===== src/pkg/fprc_pkg.sv =====
// constants and types of the flash protection and reset controller
// assumes a 100 MHz core clock and an 8-Mbyte array
package fprc_pkg;
  // ****************
  // opcodes and framing
  // ****************
  localparam logic [7:0] OP_WREN  = 8'h06;
  localparam logic [7:0] OP_WRDI  = 8'h04;
  localparam logic [7:0] OP_WRSR  = 8'h01;
  localparam logic [7:0] OP_PROG  = 8'h02;
  localparam logic [7:0] OP_ERASE = 8'h20;
  localparam logic [7:0] OP_RSTEN = 8'h66;
  localparam logic [7:0] OP_RST   = 8'h99;
  localparam logic [2:0] BIT_LAST    = 3'h7;
  localparam logic [2:0] NB_MAX      = 3'h7;
  localparam logic [2:0] NB_OP       = 3'h0;
  localparam logic [2:0] NB_SR       = 3'h1;
  localparam logic [2:0] NB_ADDR_END = 3'h3;
  localparam logic [2:0] SR_BYTES    = 3'h2;
  localparam logic [2:0] ERASE_BYTES = 3'h4;
  localparam logic [2:0] PROG_BYTES  = 3'h5;
  // ****************
  // array and protection decode
  // ****************
  localparam int         ADDR_W     = 23;
  localparam int         BLK_SHIFT  = 12;
  localparam logic [2:0] BP_NONE    = 3'h0;
  localparam logic [2:0] BP_ALL     = 3'h7;
  localparam logic [4:0] BIG_SH     = 5'h10;
  localparam logic [4:0] SEC_SH     = 5'h0B;
  localparam logic [4:0] SEC_MAX_SH = 5'h0F;
  localparam int SR_BP_LSB = 0;
  localparam int SR_TB     = 3;
  localparam int SR_SEC    = 4;
  localparam int SR_CMP    = 5;
  typedef struct packed {
    logic       range_complement;
    logic       sector_granularity;
    logic       top_bottom_select;
    logic [2:0] block_protect;
  } fprc_prot_t;
  // ****************
  // registers
  // ****************
  localparam logic [7:0] REG_STATUS = 8'h00;
  localparam logic [7:0] REG_CTRL   = 8'h04;
  localparam logic [7:0] REG_CHECK  = 8'h08;
  localparam int ST_WEL      = 0;
  localparam int ST_ARMED    = 1;
  localparam int ST_BUSY     = 2;
  localparam int ST_WP       = 3;
  localparam int ST_REFUSED  = 4;
  localparam int ST_PROT_LSB = 8;
  localparam int CTRL_XIP_LSB  = 0;
  localparam int CTRL_WRAP_LSB = 8;
  localparam int CTRL_HALT     = 11;
  localparam int CHECK_HIT     = 31;
  // ****************
  // timing
  // ****************
  localparam int CLK_MHZ     = 100;
  localparam int RST_TIME_NS = 30000;
  localparam int RST_CYC     = RST_TIME_NS * CLK_MHZ / 1000;
endpackage


===== src/pkg/fprc_range_if.sv =====
// protection settings and an address in, protected flag out
// assumes a combinational decoder on the dec side
interface fprc_range_if;
  fprc_pkg::fprc_prot_t              prot;
  logic [fprc_pkg::ADDR_W-1:0]       addr;
  logic                              hit;
  modport dec  (input prot, input addr, output hit);
  modport user (output prot, output addr, input hit);
endinterface


===== src/rtl/fprc_range_dec.sv =====
// decodes the protection fields into a protected flag for one address
// assumes settings and address are stable register outputs
module fprc_range_dec (
  fprc_range_if.dec rif  // settings, address and result
);
  localparam int AW = fprc_pkg::ADDR_W;
  logic [AW:0] size;
  logic [AW:0] full;
  logic [4:0]  sh;
  logic        in_rng;

  always_comb begin
    full = (AW+1)'(1) << AW;
    // granularity mode tops out at 32 kbytes for codes 10x and 110
    if (rif.prot.sector_granularity) begin
      sh = rif.prot.block_protect[2] ? fprc_pkg::SEC_MAX_SH
                                     : fprc_pkg::SEC_SH + 5'(rif.prot.block_protect);
    end else begin
      sh = fprc_pkg::BIG_SH + 5'(rif.prot.block_protect);
    end
    size = (AW+1)'(1) << sh;
    if (rif.prot.block_protect == fprc_pkg::BP_NONE) begin
      in_rng = 1'b0;
    end else if (rif.prot.block_protect == fprc_pkg::BP_ALL) begin
      in_rng = 1'b1;
    end else if (rif.prot.top_bottom_select) begin
      in_rng = {1'b0, rif.addr} < size;
    end else begin
      in_rng = {1'b0, rif.addr} >= full - size;
    end
    rif.hit = in_rng ^ rif.prot.range_complement;
  end
endmodule


===== src/rtl/fprc_top.sv =====
// flash protection decode, status-write gating and software reset sequencing
// assumes SPI mode 0 pins from the host and an APB master on clk
module fprc_top #(
  parameter int RST_CYC = fprc_pkg::RST_CYC
) (
  input  wire logic        clk,            // 100 MHz core clock
  input  wire logic        nrst,           // synchronous reset, low
  input  wire logic        sck,            // serial clock pin
  input  wire logic        cs_n,           // chip select pin, low
  input  wire logic        mosi,           // serial data in pin
  input  wire logic        wp_n,           // write-protect pin, low
  input  wire logic [7:0]  paddr,          // apb address
  input  wire logic        psel,           // apb select
  input  wire logic        penable,        // apb enable
  input  wire logic        pwrite,         // apb direction
  input  wire logic [31:0] pwdata,         // apb write data
  output logic      [31:0] prdata,         // apb read data
  output logic             pready,         // apb ready
  output logic             pslverr,        // apb error
  output logic             prog_go,        // program accepted pulse
  output logic             erase_go,       // erase accepted pulse
  output logic      [22:0] op_addr,        // target of accepted operation
  output logic             abort_ops,      // abort internal operations pulse
  output logic             reset_busy      // reset in progress
);
  localparam int CNT_W = $clog2(RST_CYC + 1);

  if (RST_CYC < 2 || RST_CYC > 4096) begin : g_bad_cyc
    $error("RST_CYC out of range");
  end

  typedef struct packed {
    logic                 sck_m;
    logic                 sck_s;
    logic                 sck_p;
    logic                 cs_m;
    logic                 cs_s;
    logic                 cs_p;
    logic                 mosi_m;
    logic                 mosi_s;
    logic                 wp_m;
    logic                 wp_s;
    logic [7:0]           sh;
    logic [2:0]           bits;
    logic [2:0]           nbytes;
    logic [7:0]           op;
    logic [7:0]           sr;
    logic [23:0]          addr;
    fprc_pkg::fprc_prot_t prot;
    logic                 write_enable_latch;
    logic                 armed;
    logic                 busy;
    logic [CNT_W-1:0]     cnt;
    logic                 refused;
    logic [7:0]           xip_mode_bits;
    logic [2:0]           burst_wrap_bits;
    logic                 halted_op_flag;
    logic [22:0]          chk;
    logic                 prog_go;
    logic                 erase_go;
    logic                 abort;
    logic [22:0]          op_addr;
    logic                 pready;
    logic [31:0]          prdata;
    logic                 pslverr;
  } fprc_st_t;

  fprc_st_t     q;
  fprc_st_t     d;
  logic         frame_end;
  logic         apb_wr;
  logic [7:0]   sh_n;
  fprc_range_if op_if ();
  fprc_range_if chk_if ();

  // ****************
  // range decoders
  // ****************
  // a whole 4-kbyte block shares one protection state, so its base decides
  assign op_if.prot  = q.prot;
  assign op_if.addr  = {q.addr[22:fprc_pkg::BLK_SHIFT], {fprc_pkg::BLK_SHIFT{1'b0}}};
  assign chk_if.prot = q.prot;
  assign chk_if.addr = q.chk;

  fprc_range_dec u_op_dec (
    .rif (op_if.dec)
  );

  fprc_range_dec u_chk_dec (
    .rif (chk_if.dec)
  );

  // ****************
  // next state
  // ****************
  always_comb begin
    d        = q;
    sh_n     = {q.sh[6:0], q.mosi_s};
    d.sck_m  = sck;
    d.sck_s  = q.sck_m;
    d.sck_p  = q.sck_s;
    d.cs_m   = cs_n;
    d.cs_s   = q.cs_m;
    d.cs_p   = q.cs_s;
    d.mosi_m = mosi;
    d.mosi_s = q.mosi_m;
    d.wp_m   = wp_n;
    d.wp_s   = q.wp_m;
    d.prog_go  = 1'b0;
    d.erase_go = 1'b0;
    d.abort    = 1'b0;

    // serial shifter, mode 0: data taken on rising sck
    if (q.cs_s) begin
      d.bits   = '0;
      d.nbytes = '0;
    end else if (q.sck_s && !q.sck_p) begin
      d.sh   = sh_n;
      d.bits = q.bits + 3'h1;
      if (q.bits == fprc_pkg::BIT_LAST) begin
        if (q.nbytes != fprc_pkg::NB_MAX) begin
          d.nbytes = q.nbytes + 3'h1;
        end
        if (q.nbytes == fprc_pkg::NB_OP) begin
          d.op = sh_n;
        end
        if (q.nbytes == fprc_pkg::NB_SR) begin
          d.sr = sh_n;
        end
        if (q.nbytes != fprc_pkg::NB_OP && q.nbytes <= fprc_pkg::NB_ADDR_END) begin
          d.addr = {q.addr[15:0], sh_n};
        end
      end
    end

    // reset interval countdown
    if (q.busy) begin
      if (q.cnt == '0) begin
        d.busy = 1'b0;
      end else begin
        d.cnt = q.cnt - CNT_W'(1);
      end
    end

    // apb: one wait state, then the answer stands for one cycle
    d.pready = 1'b0;
    if (psel && penable && !q.pready) begin
      d.pready  = 1'b1;
      d.pslverr = 1'b0;
      d.prdata  = '0;
      case (paddr)
        fprc_pkg::REG_STATUS: begin
          d.prdata[fprc_pkg::ST_WEL]     = q.write_enable_latch;
          d.prdata[fprc_pkg::ST_ARMED]   = q.armed;
          d.prdata[fprc_pkg::ST_BUSY]    = q.busy;
          d.prdata[fprc_pkg::ST_WP]      = q.wp_s;
          d.prdata[fprc_pkg::ST_REFUSED] = q.refused;
          d.prdata[fprc_pkg::ST_PROT_LSB +: 6] = q.prot;
        end
        fprc_pkg::REG_CTRL: begin
          d.prdata[fprc_pkg::CTRL_XIP_LSB +: 8]  = q.xip_mode_bits;
          d.prdata[fprc_pkg::CTRL_WRAP_LSB +: 3] = q.burst_wrap_bits;
          d.prdata[fprc_pkg::CTRL_HALT]          = q.halted_op_flag;
        end
        fprc_pkg::REG_CHECK: begin
          d.prdata[22:0]                 = q.chk;
          d.prdata[fprc_pkg::CHECK_HIT]  = chk_if.hit;
        end
        default: begin
          d.pslverr = 1'b1;
        end
      endcase
    end
    apb_wr = psel && penable && q.pready && pwrite && !q.pslverr;
    if (apb_wr) begin
      case (paddr)
        fprc_pkg::REG_STATUS: begin
          if (pwdata[fprc_pkg::ST_REFUSED]) begin
            d.refused = 1'b0;
          end
        end
        fprc_pkg::REG_CTRL: begin
          d.xip_mode_bits   = pwdata[fprc_pkg::CTRL_XIP_LSB +: 8];
          d.burst_wrap_bits = pwdata[fprc_pkg::CTRL_WRAP_LSB +: 3];
          d.halted_op_flag  = pwdata[fprc_pkg::CTRL_HALT];
        end
        fprc_pkg::REG_CHECK: begin
          d.chk = pwdata[22:0];
        end
        default: begin
        end
      endcase
    end

    // command completion on chip select release; placed after the apb
    // write so a refusal in the same cycle as a clear is kept
    frame_end = q.cs_s && !q.cs_p && !q.busy
                && q.nbytes != fprc_pkg::NB_OP && q.bits == '0;
    if (frame_end) begin
      d.armed = (q.op == fprc_pkg::OP_RSTEN);
      case (q.op)
        fprc_pkg::OP_RST: begin
          if (q.armed) begin
            d.busy               = 1'b1;
            d.cnt                = CNT_W'(RST_CYC - 1);
            d.abort              = 1'b1;
            d.write_enable_latch = 1'b0;
            d.xip_mode_bits      = '0;
            d.burst_wrap_bits    = '0;
            d.halted_op_flag     = 1'b0;
          end
        end
        fprc_pkg::OP_WREN: begin
          d.write_enable_latch = 1'b1;
        end
        fprc_pkg::OP_WRDI: begin
          d.write_enable_latch = 1'b0;
        end
        fprc_pkg::OP_WRSR: begin
          if (q.write_enable_latch && q.nbytes >= fprc_pkg::SR_BYTES) begin
            if (!q.wp_s) begin
              d.refused = 1'b1;
            end else begin
              d.prot.range_complement   = q.sr[fprc_pkg::SR_CMP];
              d.prot.sector_granularity = q.sr[fprc_pkg::SR_SEC];
              d.prot.top_bottom_select  = q.sr[fprc_pkg::SR_TB];
              d.prot.block_protect      = q.sr[fprc_pkg::SR_BP_LSB +: 3];
              d.write_enable_latch      = 1'b0;
            end
          end
        end
        fprc_pkg::OP_PROG: begin
          if (q.write_enable_latch && q.nbytes >= fprc_pkg::PROG_BYTES) begin
            d.write_enable_latch = 1'b0;
            if (op_if.hit) begin
              d.refused = 1'b1;
            end else begin
              d.prog_go = 1'b1;
              d.op_addr = q.addr[22:0];
            end
          end
        end
        fprc_pkg::OP_ERASE: begin
          if (q.write_enable_latch && q.nbytes == fprc_pkg::ERASE_BYTES) begin
            d.write_enable_latch = 1'b0;
            if (op_if.hit) begin
              d.refused = 1'b1;
            end else begin
              d.erase_go = 1'b1;
              d.op_addr  = op_if.addr;
            end
          end
        end
        default: begin
        end
      endcase
    end
  end

  always_ff @(posedge clk) begin
    if (!nrst) begin
      q      <= '0;
      // chip select idles high; a zero here would fake a release edge
      q.cs_m <= 1'b1;
      q.cs_s <= 1'b1;
      q.cs_p <= 1'b1;
    end else begin
      q <= d;
    end
  end

  assign prdata     = q.prdata;
  assign pready     = q.pready;
  assign pslverr    = q.pslverr;
  assign prog_go    = q.prog_go;
  assign erase_go   = q.erase_go;
  assign op_addr    = q.op_addr;
  assign abort_ops  = q.abort;
  assign reset_busy = q.busy;
endmodule


===== config.mk =====
export PLATFORM = sky130hd
export DESIGN_NAME = fprc_top
export DESIGN_NICKNAME = d
export VERILOG_FILES = /design/src/pkg/fprc_pkg.sv /design/src/pkg/fprc_range_if.sv /design/src/rtl/fprc_range_dec.sv /design/src/rtl/fprc_top.sv
export SDC_FILE = /design/constraint.sdc
export NUM_CORES = 1
export LEC_CHECK = 0
export BUFFER_PORTS_ARGS = -buffer_cell sky130_fd_sc_hd__buf_2
export CAP_MARGIN = 20
export CORE_MARGIN = 1
export CORE_UTILIZATION = 30
export DETAILED_ROUTE_END_ITERATION = 16
export PLACE_DENSITY = 0.53
export SETUP_SLACK_MARGIN = 0.15
export SYNTH_ARGS = -nofsm -noshare
export SYNTH_HDL_FRONTEND = slang
export SYNTH_HIERARCHICAL = 1
export SYNTH_SLANG_ARGS = --single-unit
export TNS_END_PERCENT = 100

===== constraint.sdc =====
create_clock -name clk -period 3.7 [get_ports clk]
set_input_delay 0.185 -clock clk [delete_from_list [all_inputs] [get_ports clk]]
set_output_delay 0.185 -clock clk [all_outputs]
set_load 0.01 [all_outputs]

**Word level (Yosys, flattened, before mapping)**

Index checks and enable logic that the tools add are counted.

- Bits in registers: 169
- Input port bits: 49

- Add/sub/neg operators: 6
- $lt $le $gt $ge: 7
- Equality and inequality tests: 21
- Shift operators: 1
- Multiplexer cells: 48
- Bitwise gates (word level): 4
- Reductions and logical operators: 41

Operators by type and width:

| cell | number |
|---|---|
| 2-to-1 mux 23 bit | 5 |
| greater-or-equal comparator 23 x 24 -> 1 bit | 2 |
| < comparator 23 x 24 -> 1 bit | 2 |
| 2-to-1 mux 12 bit | 4 |
| case mux 23 bit (2 select lines) | 1 |
| 2-to-1 mux 13 bit | 3 |
| 2-to-1 mux 36 bit | 1 |
| 2-to-1 mux 34 bit | 1 |
| 2-to-1 mux 26 bit | 1 |
| == test 8 x 3 -> 1 bit (second input constant) | 3 |
| AND reduction 4 bit | 6 |
| left shift 1 x 5 -> 24 bit (first input constant) | 1 |
| subtractor 24 bit (first input constant) | 1 |
| 2-to-1 mux 1 bit | 23 |
| case mux 5 bit (3 select lines) | 1 |
| logical AND 1 bit | 14 |
| != test 2 bit (second input constant) | 7 |
| logical NOT 12 bit | 1 |
| case mux 4 bit (3 select lines) | 1 |
| subtractor 12 x 1 -> 12 bit (second input constant) | 1 |
| 2-to-1 mux 5 bit | 2 |
| == test 3 bit (second input constant) | 3 |
| logical NOT 3 bit | 3 |
| 2-to-1 mux 9 bit | 1 |
| other kinds (31) | 40 |

**Longest topological paths before layout**

Gate-level depths: netlist of run 1.

- Word-level depth: 14
- Depth in mapped cells: 20
- Mapped depth without buffers: 17

**Cells and area by module**

Netlist of run 1, hierarchy kept.

By module, submodules not included:

| module | times used | cells an instance | area each (um^2) | seq. area each (um^2) |
|---|---|---|---|---|
| fprc_top | 1 | 810 | 7140.6 | 3383.2 |
| fprc_range_dec at u_op_dec | 1 | 193 | 1381.3 | 0.0 |
| fprc_range_dec at u_chk_dec | 1 | 186 | 1337.5 | 0.0 |

**Least setup slack after synthesis of run 1**

OpenSTA, ideal clock, no wires.

- Kind: reg2reg
- From: reg q (netlist bit chk_if.prot[1])
- To: reg q (netlist bit op_addr[10])
- Arrival: 3.616 ns
- Path slack: -0.039 ns
- Stages on the path, launching flop included: 18
- Period minus slack after synthesis: 3.739 ns
- Path through: dfxtp_1 -> clkbuf_1 -> inv_1 -> ha_1 -> clkbuf_1 -> or3_1 -> ha_1 -> nand4_1 -> nor4_1 -> o211ai_1 -> o211a_1 -> o211ai_1 -> o311ai_1 -> nor4_2 -> o2111ai_4 -> buf_6 -> nand3_1 -> o21ai_0

- Word-level cells in the longest chain between the ends: 12
- Elaborated cells on any way between the ends: 17
- Classes of those cells: add/sub: 3; order compare: 2; eq/ne: 3; shift: 1; mux: 5; bitwise: 1; reduce/logical: 2

RTL lines:

| element | line | text |
|---|---|---|
| start, declared | fprc_top.sv:68 | `fprc_st_t q;` |
| adder 4 x 3 -> 5 bit | fprc_range_dec.sv:17 | `: fprc_pkg::SEC_SH + 5'(rif.prot.block_protect);` |
| 2-to-1 mux 5 bit | fprc_range_dec.sv:16 | `sh = rif.prot.block_protect[2] ? fprc_pkg::SEC_MAX_SH` |
| 2-to-1 mux 5 bit | fprc_range_dec.sv:15 | `if (rif.prot.sector_granularity) begin` |
| left shift 1 x 5 -> 24 bit | fprc_range_dec.sv:21 | `size = (AW+1)'(1) << sh;` |
| subtractor 24 bit | fprc_range_dec.sv:29 | `in_rng = {1'b0, rif.addr} >= full - size;` |
| greater-or-equal comparator 23 x 24 -> 1 bit | fprc_range_dec.sv:29 |  |
| 2-to-1 mux 1 bit | fprc_range_dec.sv:26 | `end else if (rif.prot.top_bottom_select) begin` |
| 2-to-1 mux 1 bit | fprc_range_dec.sv:24 | `end else if (rif.prot.block_protect == fprc_pkg::BP_ALL) begin` |
| 2-to-1 mux 1 bit * | fprc_range_dec.sv:22 | `if (rif.prot.block_protect == fprc_pkg::BP_NONE) begin` |
| XOR 1 bit * | fprc_range_dec.sv:31 | `rif.hit = in_rng ^ rif.prot.range_complement;` |
| named net op_if.hit | fprc_range_if.sv:6 | `logic hit;` |
| != test 2 bit (no line) | -- |  |
| AND reduction 6 bit (no line) * | -- |  |

The timed path passes the listed nets; every way through them passes the cells marked *.
A chain may end at the register's enable or synchronous reset.

**Final worst setup path of run 1**

- From: reg q (netlist bit chk_if.prot[1])
- To: reg q (netlist bit op_addr[16])

Same word-level chain as after synthesis.

==> results of run 1 <==
-- metal layers --
| metal | up-vias | track usage | wire, um | part of all wire |
|---|---|---|---|---|
| li1 | 4275 | - | - | - |
| met4 | 0 | 0.0393 | 250 | 0.0099 |
| met1 | 3898 | 0.208 | 12700 | 0.50 |
| met3 | 16 | 0.0262 | 701 | 0.028 |
| met5 | - | 0 | 0 | 0 |
| met2 | 131 | 0.252 | 11700 | 0.46 |
-- registers in the layout, indices dropped and copies added (netlist names) --
register     flops
prog_go          1
op_addr         23
prdata          24
q               70
chk_if.addr     23
pslverr          1
op_if.addr      11
d                6
pready           1
chk_if.prot      6
reset_busy       1
erase_go         1
abort_ops        1
-- per-stage QoR --
stage | power [mW] | hold WS, ps | area, sq um
after floorplan | 2.01 | 286 | 10100
after global placement | 2.06 | 372 | 10500
after detailed placement | 2.06 | 375 | 10500
after CTS | 3.98 | 0.168 | 11700
after global routing | 4.11 | 16.8 | 11900
final | 3.95 | 6.82 | 11900
-- where the power goes --
| part | leakage [nW] | internal [mW] | switching [mW] | total [mW] |
|---|---|---|---|---|
| Clock | 0.307 | 0.987 | 0.915 | 1.90 |
| Sequential | 1.36 | 1.82 | 0.00498 | 1.83 |
| Combinational | 3.27 | 0.0832 | 0.131 | 0.214 |
-- logic make-up (layout without fill, tap and decap cells) --
family | Yosys count | after routing | share of synthesized area
adder cells (fa/ha/maj) | 105 | 105 | 0.133
XOR/XNOR | 17 | 17 | 0.0151
buffers and inverters | 145 | 202 | 0.0806
multiplexers | 62 | 62 | 0.0629
flip-flops | 169 | 169 | 0.343
AND/OR/NAND/NOR | 438 | 438 | 0.210
AO/OA/AOI/OAI | 248 | 248 | 0.153
other | 5 | 57 | 0.00190
-- worst register-to-register path, cell delays in order, from the launching register on --
cell and delay (ps):
dfxtp_2 340, inv_2 50, ha_4 260, or3_4 380, ha_4 280, nand4_1 80, nor4_2 160, o211ai_1 130
o211a_1 170, o211ai_1 220, o311ai_2 160, buf_4 170, nor4_4 220, o2111ai_4 210, buf_6 190, buf_8 130
buf_16 150, o21ai_2 130
-- worst max-delay path by stage --
stage	from	end	slack, ps	cells after the start
3_3_place_gp	chk_if.prot[0]	op_addr[16]	50	16
6_report	chk_if.prot[1]	op_addr[16]	200	17
5_1_grt	chk_if.prot[0]	op_addr[15]	60	17
4_1_cts	chk_if.prot[4]	op_addr[4]	130	19
2_1_floorplan	chk_if.prot[0]	op_addr[10]	150	17
3_5_place_dp	chk_if.prot[1]	op_addr[13]	-30	16
-- layout by cell type, fill, tap and decap left out, types with 5 or more instances in the layout --
| cell | instances |
|---|---|
| or3_1 | 7 |
| a21oi_1 | 87 |
| and2_1 | 13 |
| inv_1 | 19 |
| clkinv_8 | 5 |
| nor4_1 | 10 |
| a211oi_1 | 8 |
| a21o_1 | 5 |
| clkbuf_16 | 18 |
| dfxtp_1 | 165 |
| o21ai_0 | 49 |
| nand2b_1 | 11 |
| buf_4 | 24 |
| nor2b_1 | 12 |
| xnor2_1 | 15 |
| nand3_1 | 43 |
| ha_1 | 101 |
| nand4_1 | 10 |
| o211ai_1 | 10 |
| o211a_1 | 5 |
| nor2_1 | 120 |
| o21ai_2 | 21 |
| nor3_1 | 22 |
| a22oi_1 | 22 |
| a31oi_1 | 5 |
| buf_2 | 92 |
| dlygate4sd3_1 | 21 |
| conb_1 | 57 |
| mux2i_1 | 62 |
| nand2_1 | 141 |
| o21ai_1 | 7 |
| and4_1 | 6 |
-- final cells by class --
cell class / count / area [sq um]
Clock inverter: 15 / 204
Sequential cell: 169 / 3390
Inverter: 22 / 83.8
Tap cell: 442 / 553
Fill cell: 3353 / 20600
Timing Repair Buffer: 148 / 1080
Multi-Input combinational cell: 927 / 6120
Clock buffer: 17 / 425
-- what timing repair did --
item | 4_1_cts | 5_1_grt
cloned | 4 | 1
gates resized for setup | 59 | 24
buffers inserted | 8 | 1
hold buffers | 21 | 0
endpoints found under the setup margin | 23 | 24
pin swaps | 24 | 12
hold endpoints to repair | 24 | 0
==> results.txt, run 1 <==
Routability-driven placement congestion ratio - 0.815
Antenna viol nets, final - 0
CORE AREA - 32,500 sq um
DRC violations left - 0
Area Growth Syn to Fin - 20.2%
Post-synth top cells - 169 x dfxtp_1, 142 x nand2_1, 124 x nor2_1
Initial core utilization - 0.304
Seq/Total Area, Yosys - 0.343
Crit end category - flop
Critical Path RT - 4080 ps
Synthesized area - 9860 sq um
Share of cells above drive strength 1 - 0.176
Hold Violations, Final - 0
CP max stage delay - 380 ps
Hold EP - chk_if.addr[1]
Seq cells post-synth - 169
Post-synth EDFFs - 0
FF-to-FF End - op_addr[16]
Tightest Hold Check Type - in -> reg
Number of buffers created by CTS - 17
Final setup vio count - 0
Remaining Overflow, GRT - 0
Worst R2R Setup Slack - 200 ps
Clk_skew - 13.3 ps
Clock tree sinks - 169
Crit-path max FO - 11
Setup TNS - 0 ps
Crit Path Class - reg -> reg
Drt initial violations - 443
Drt wl/cell - 14.5 um
Post-synth top flop - dfxtp_1
RR Startpoint - chk_if.prot[1]
RSZ-0062 raised after global routing - yes
Max IR drop VDD - 0.318 mV
Ant diodes - 0
Detail Placement HPWL - 17,600 um
Max Cap Violations - 0
First-pass GRT wire length - 41,100 um
Worst hold start - pwdata[1]
Top-count cell post-synth - dfxtp_1
Mapped Cells - 1,189
Final worst-path cycle share - 0.945
Synthesized area per cell - 8.29 sq um
Worst-path clk slew - 80 ps
Root buffer cell - clkbuf_16
R2R depth - 17
Inst Count DP - 1,673
Max-slew headroom - 0.300
Largest net degree at the start of global routing - 67
Post-synth top area share - 0.343
Initial antenna violation count - 0
CP max stage cell - or3_4
CP delay by family, top - compound AO/OA/AOI/OAI gates
Number of synthesis warnings - 6
Die area - 33,600 sq um
Cell variety after synth - 69
I/O pin cnt - 110
CTS H-tree lvls - 4
Worst-skew pair later-pin latency - 440 ps
NumNets Final - 1,439
Worst Hold Depth - 3
Fmax - 286 MHz
Vias in the first global route - 7,932
Final Max Slew Viols - 0
Row cnt - 66
Fin util - 0.365
1st-pass router iterations - 5
Max Root-Sink Buffers - 2
Yosys top cell by area - dfxtp_1
Pwr dens - 333 nW/um^2
Critical-path cell list - inv_2, ha_4, or3_4, ha_4, nand4_1, nor4_2, o211ai_1, o211a_1, o211ai_1, o311ai_2, buf_4, nor4_4, o2111ai_4, buf_6, buf_8, buf_16, o21ai_2
Worst-Margin Slew - 1050 ps
GR Util All Layers - 0.154
Final min period - 3500 ps
Routed WL - 25,300 um
Crit path setup slack, layout - 202 ps
Setup crit start kind - flop
CTS tree - done
Die Y - 183 um
Leakage power - 4.95 nW
Fraction of registers with async set/reset - 0
Vias - 8,320
Crit path DAT - 3880 ps
Die width - 183 um
Buffer and inverter count on the worst path - 5
Status - complete, no violations
Synth top area cells - dfxtp_1 34%, ha_1 13%, mux2i_1 6.3%, nand2_1 5.4%, nor2_1 4.7%
Finished Layout Cells - 1,740
Via density - 4.78
I/O Buffers - 92
Dpl ws - -28.6 ps
(Power assumes the default switching activity.)
==> inputs of run 2 (changes only) <==
--- a/config.mk
+++ b/config.mk
@@ -5,6 +5,7 @@
 export SDC_FILE = /design/constraint.sdc
 export NUM_CORES = 1
 export LEC_CHECK = 0
+export ABC_AREA = 1
 export BUFFER_PORTS_ARGS = -buffer_cell sky130_fd_sc_hd__buf_2
 export CAP_MARGIN = 20
 export CORE_MARGIN = 1
==> results.txt, run 2 <==
Antenna viol nets, final - 0 (unchanged)
Worst-path clk slew - 80 ps (about the same)
Cell variety after synth - 44 (-36%)
Post-synth top cells - 364 x nand2_1, 169 x dfxtp_1, 165 x inv_1
Mapped Cells - 1,519 (+28%)
Most frequent cells in the layout - 351 x nand2_1, 166 x dfxtp_1, 161 x inv_1
Post-synth EDFFs - 0 (unchanged)
RSZ-0062 raised after global routing - yes
Final setup vio count - 0 (unchanged)
Fin Hold WS - 16.6 ps (+9.77 ps)
Post-synth top area share - 0.323 (-0.0199)
Share of cells above drive strength 1 - 0.152 (-0.0232)
CTS H-tree lvls - 4 (unchanged)
Vias - 9,354 (+12%)
Top reg by flops - q
Clock tree sinks - 169 (unchanged)
Row cnt - 68 (+3.0%)
Vias in the first global route - 8,854 (+12%)
Critical Path RT - 4070 ps (about the same)
I/O Buffers - 92 (unchanged)
Ant diodes - 0 (unchanged)
Die Y - 189 um (+3.0%)
Leakage power - 5.92 nW (+20%)
CP max stage delay - 330 ps (-50 ps)
Seq/Total Area, Yosys - 0.323 (-0.0199)
Post-synth top flop - dfxtp_1
NumNets Final - 1,781 (+24%)
Final min period - 3510 ps (+10.9 ps)
Seq cells post-synth - 169 (unchanged)
Crit path DAT - 3880 ps (about the same)
Detail Placement HPWL - 19,500 um (+11%)
Synth top area cells - dfxtp_1 32%, nand2_1 13%, ha_1 13%, inv_1 5.9%, nor2_1 5.8%
Status - complete, no violations
Top-count cell post-synth - nand2_1
I/O pin cnt - 110 (unchanged)
Fmax - 285 MHz (-0.31%)
DRC violations left - 0 (unchanged)
Routability-driven placement congestion ratio - 0.833 (+2.2%)
CORE AREA - 34,500 sq um (+6.2%)
Commonest non-fill, non-tap cell in the layout - nand2_1
Cell area after layout - 12,300 sq um (+3.4%)
Max Root-Sink Buffers - 2 (unchanged)
Synthesized area per cell - 6.89 sq um (-17%)
1st-pass router iterations - 4 (-1)
Crit-path max FO - 8 (-3)
Setup crit start kind - flop
Drt wl/cell - 12.5 um (-14%)
Max IR drop VDD - 0.300 mV (-5.6%)
Fin util - 0.356 (-0.00970)
Root buffer cell - clkbuf_16
Routed WL - 26,100 um (+3.4%)
Synthesized area - 10,500 sq um (+6.1%)
Number of synthesis warnings - 6 (unchanged)
Final worst-path cycle share - 0.948 (+0.00293)
Area Growth Syn to Fin - 17.1%
Largest net degree at the start of global routing - 37 (-45%)
Crit end category - flop
Worst-skew pair later-pin latency - 440 ps (about the same)
Tightest Hold Check Type - in -> reg
Max-slew headroom - 0.445 (+0.146)
Via density - 4.46 (-6.6%)
First-pass GRT wire length - 43,300 um (+5.2%)
Crit Path Class - reg -> reg
Hold Violations, Final - 0 (unchanged)
Clk_skew - 15.1 ps (+1.80 ps)
Fraction of registers with async set/reset - 0 (unchanged)
Dpl cell area - 11,200 sq um (+6.7%)
Worst-Margin Slew - 831 ps (-220 ps)
Max reg flops - 70 (unchanged)
CTS tree - done
Remaining Overflow, GRT - 0 (unchanged)
Pwr dens - 317 nW/um^2 (-4.8%)
Max Cap Violations - 0 (unchanged)
CP max stage cell - dfxtp_2
Number of buffers created by CTS - 17 (unchanged)
Die width - 189 um (+3.0%)
GR Util All Layers - 0.150 (-0.00357)
Die area - 35,600 sq um (+6.1%)
Drt initial violations - 373 (-16%)
Initial antenna violation count - 0 (unchanged)
Initial core utilization - 0.304 (about the same)
Final Max Slew Viols - 0 (unchanged)
Yosys top cell by area - dfxtp_1
run 2: cell types whose count changed after synthesis, moves of 22 or more:
cell	before	now
mux2i_1	62	0
nor2_1	124	162
a22oi_1	22	0
inv_1	22	165
nand2_1	142	364
o21ai_0	67	109
run 2: stage by stage:
stage          power, mW  worst slack, ps  setup TNS (ps)  cells
6_report            3.88              191               0   2095
3_3_place_gp        2.10            -5.77           -10.4   2036
3_5_place_dp        2.10            -42.6            -183   2036
2_1_floorplan       2.05              259               0   1571
4_1_cts             3.93              157               0   2090
5_1_grt             4.06             -162           -3260   2095
run 2: cells by family (layout without fill, tap and decap cells):
logic type | after synthesis | count (layout) | share of synthesized area
simple gates | 673 | 673 | 0.275
buf+inv | 293 | 362 | 0.131
compound gates | 258 | 258 | 0.131
flops | 169 | 169 | 0.323
fa+ha+maj | 105 | 105 | 0.126
xor+xnor | 16 | 16 | 0.0134
other cells | 5 | 57 | 0.00179
run 2: final cells by class:
cell class              instances  area (sq um)
repair buffers                147          1010
fillers                      3682         22200
clock inverters                15           160
multi-input cells            1109          6010
well taps                     455           569
flip-flops and latches        169          3390
inverters                     183           692
clock buffers                  17           425
run 2: routing by layer:
metal  track usage  vias to the layer above  share of wire
li1              -                     4990              -
met1         0.204                     4204           0.51
met2         0.244                      145           0.44
met3        0.0285                       15          0.036
met4        0.0366                        0         0.0077
met5             0                        -              0
run 2: worst max-delay path, delay by kind of cell, from the launching register on:
kind	cells	cell delay (ps)
buffers and inverters	6	520
adders and majority gates	2	540
AOI/OAI and AO/OA	1	60
and+or+nand+nor	21	1860
xor gates and xnor gates	1	120
DFF	1	330
run 2: power breakdown:
group	internal, mW	leakage [nW]	switching [mW]	total (mW)
clock	0.959	0.285	0.838	1.80
combinational	0.0918	4.27	0.148	0.239
sequential	1.83	1.37	0.0103	1.84
total	2.89	5.92	0.996	3.88
run 2: repair_timing:
action	in CTS	in global routing
hold buffers	18	0
pin swaps	10	31
setup endpoints to repair	23	26
resized for setup	11	28
endpoints found under the hold margin	20	0
setup buffers	3	3
cloned	1	2
run 2: path summary, 6_finish.rpt:
check / start / endpoint / slack (ps) / cells past startpoint
max: chk_if.prot[0] / op_addr[4] / 190 / 31
min: pwdata[0] / chk_if.addr[0] / 20 / 3
max reg2reg: chk_if.prot[0] / op_addr[4] / 190 / 31
min reg2reg: d[171] / q[171] / 410 / 2
==> inputs of run 3 (changes only) <==
--- a/config.mk
+++ b/config.mk
@@ -9,9 +9,9 @@
 export BUFFER_PORTS_ARGS = -buffer_cell sky130_fd_sc_hd__buf_2
 export CAP_MARGIN = 20
 export CORE_MARGIN = 1
-export CORE_UTILIZATION = 30
+export CORE_UTILIZATION = 54
 export DETAILED_ROUTE_END_ITERATION = 16
-export PLACE_DENSITY = 0.53
+export PLACE_DENSITY = 0.82
 export SETUP_SLACK_MARGIN = 0.15
 export SYNTH_ARGS = -nofsm -noshare
 export SYNTH_HDL_FRONTEND = slang
==> results.txt, run 3 (synthesis gave the netlist of run 2 again) <==
Hold Violations, Final - 0 (unchanged)
Root buffer cell - clkbuf_16
Tightest Hold Check Type - in -> reg
Remaining Overflow, GRT - 0 (unchanged)
I/O pin cnt - 110 (unchanged)
Crit path top cell by count - nand2_1
Final worst-path cycle share - 0.951 (+0.00249)
Fmax - 284 MHz (-0.26%)
Fin util - 0.641 (+0.285)
CTS tree - done
Setup TNS - 0 ps (unchanged)
Detail Placement HPWL - 17,200 um (-12%)
Clk_skew - 14.0 ps (-1.03 ps)
Most frequent cells in the layout - 350 x nand2_1, 166 x dfxtp_1, 161 x inv_1
Finished Layout Cells - 1,897 (-9.5%)
Crit end category - flop
Max IR drop VDD - 0.331 mV (+10%)
Hold EP - chk_if.addr[19]
Final Max Slew Viols - 0 (unchanged)
Initial antenna violation count - 1 (+1)
Vias - 9,875 (+5.6%)
Critical Path RT - 4040 ps (-30 ps)
Max reg flops - 70 (unchanged)
Ant diodes - 0 (unchanged)
Cell area after layout - 12,100 sq um (-1.5%)
Die area - 19,900 sq um (-44%)
Drt initial violations - 762 (+100%)
Crit Path Class - reg -> reg
Fin Hold WS - 4.44 ps (-12.2 ps)
Routed WL - 25,200 um (-3.5%)
Total power - 3.83 mW (-1.3%)
Crit path setup slack, layout - 182 ps (-9.22 ps)
Max Root-Sink Buffers - 2 (unchanged)
Drt wl/cell - 13.3 um (+6.6%)
Crit path DAT - 3860 ps (-20 ps)
Max-slew headroom - 0.248 (-0.197)
FF-to-FF End - op_addr[19]
RSZ-0062 raised after global routing - yes
Die Y - 141 um (-25%)
Share of cells above drive strength 1 - 0.151 (-0.000942)
I/O Buffers - 92 (unchanged)
Routability-driven placement congestion ratio - 0.943 (+13%)
Final min period - 3520 ps (+9.22 ps)
CP max stage delay - 350 ps (+20 ps)
Vias in the first global route - 9,050 (+2.2%)
GR Util All Layers - 0.256 (+0.106)
Worst Hold Depth - 3 (unchanged)
Top reg by flops - q
Pwr dens - 318 nW/um^2 (+0.25%)
Dpl ws - -52.8 ps (-10.2 ps)
Worst hold start - pwdata[19]
Commonest non-fill, non-tap cell in the layout - nand2_1
Initial core utilization - 0.556 (+0.252)
First-pass GRT wire length - 41,300 um (-4.5%)
Worst-Margin Slew - 1120 ps (+293 ps)
RR Startpoint - chk_if.prot[0]
CORE AREA - 18,800 sq um (-45%)
CTS H-tree lvls - 4 (unchanged)
Number of buffers created by CTS - 17 (unchanged)
R2R depth - 32 (+3.2%)
CP max stage cell - dfxtp_2
1st-pass router iterations - 7 (+3)
Leakage power - 5.91 nW (-0.30%)
Worst R2R Setup Slack - 180 ps (about the same)
NumNets Final - 1,778 (-0.17%)
Final setup vio count - 0 (unchanged)
Die width - 141 um (-25%)
DRC violations left - 0 (unchanged)
Worst-skew pair later-pin latency - 440 ps (about the same)
Row cnt - 50 (-26%)
Setup crit start kind - flop
Crit-path max FO - 5 (-3)
Inst Count DP - 1,833 (-10%)
Dpl cell area - 10,900 sq um (-2.7%)
Clock tree sinks - 169 (unchanged)
Largest net degree at the start of global routing - 114 (+210%)
Via density - 5.21 (+17%)
Fill cells - 1,621 (-56%)
Worst-path clk slew - 80 ps (about the same)
Area Growth Syn to Fin - 15.3%
Status - complete, no violations
Max Cap Violations - 0 (unchanged)
Antenna viol nets, final - 0 (unchanged)
run 3: worst max path at each step:
stage / start / to / slack (ps) / cells after the start
floorplan: chk_if.prot[0] / op_addr[10] / 260 / 28
global placement: chk_if.prot[0] / op_addr[4] / 60 / 28
detailed placement: chk_if.prot[0] / op_addr[9] / -50 / 28
CTS: chk_if.prot[0] / op_addr[9] / 210 / 31
global route: chk_if.prot[0] / op_addr[15] / -80 / 30
finish: chk_if.prot[0] / op_addr[19] / 180 / 32
run 3: area by class of cell:
class	count	area, sq um	area share
Clock buffer	17	425	0.0353
Multi-Input combinational cell	1109	6040	0.501
Sequential cell	169	3390	0.281
Tap cell	260	325	0.0270
Inverter	183	697	0.0578
Timing Repair Buffer	144	1040	0.0862
Clock inverter	15	148	0.0122
run 3: per-layer routing:
layer | track usage | up-vias | wire, um
li1 | - | 4991 | -
met1 | 0.317 | 4523 | 11400
met2 | 0.444 | 306 | 12100
met3 | 0.0452 | 53 | 1240
met4 | 0.0921 | 2 | 492
met5 | 0 | - | 8
run 3: repair_timing:
item / CTS / global route
buffers inserted: 5 / 1
gates resized for setup: 21 / 31
setup endpoints to repair: 23 / 23
hold buffers: 21 / 0
gates cloned: 3 / 2
endpoints found under the hold margin: 24 / 0
pin swaps: 13 / 11
run 3: critical path, delay by kind of cell, from the launching register on:
kind | cells | cell delay [ps]
AND/OR/NAND/NOR | 23 | 1880
adder cells (fa/ha/maj) | 2 | 540
buffers and inverters | 6 | 520
flip-flops | 1 | 350
XOR/XNOR | 1 | 120
run 3: power breakdown:
group | switching (mW) | internal (mW) | total (mW)
Combinational | 0.147 | 0.0950 | 0.242
Sequential | 0.00943 | 1.83 | 1.84
Clock | 0.849 | 0.896 | 1.75
Total | 1.01 | 2.83 | 3.83
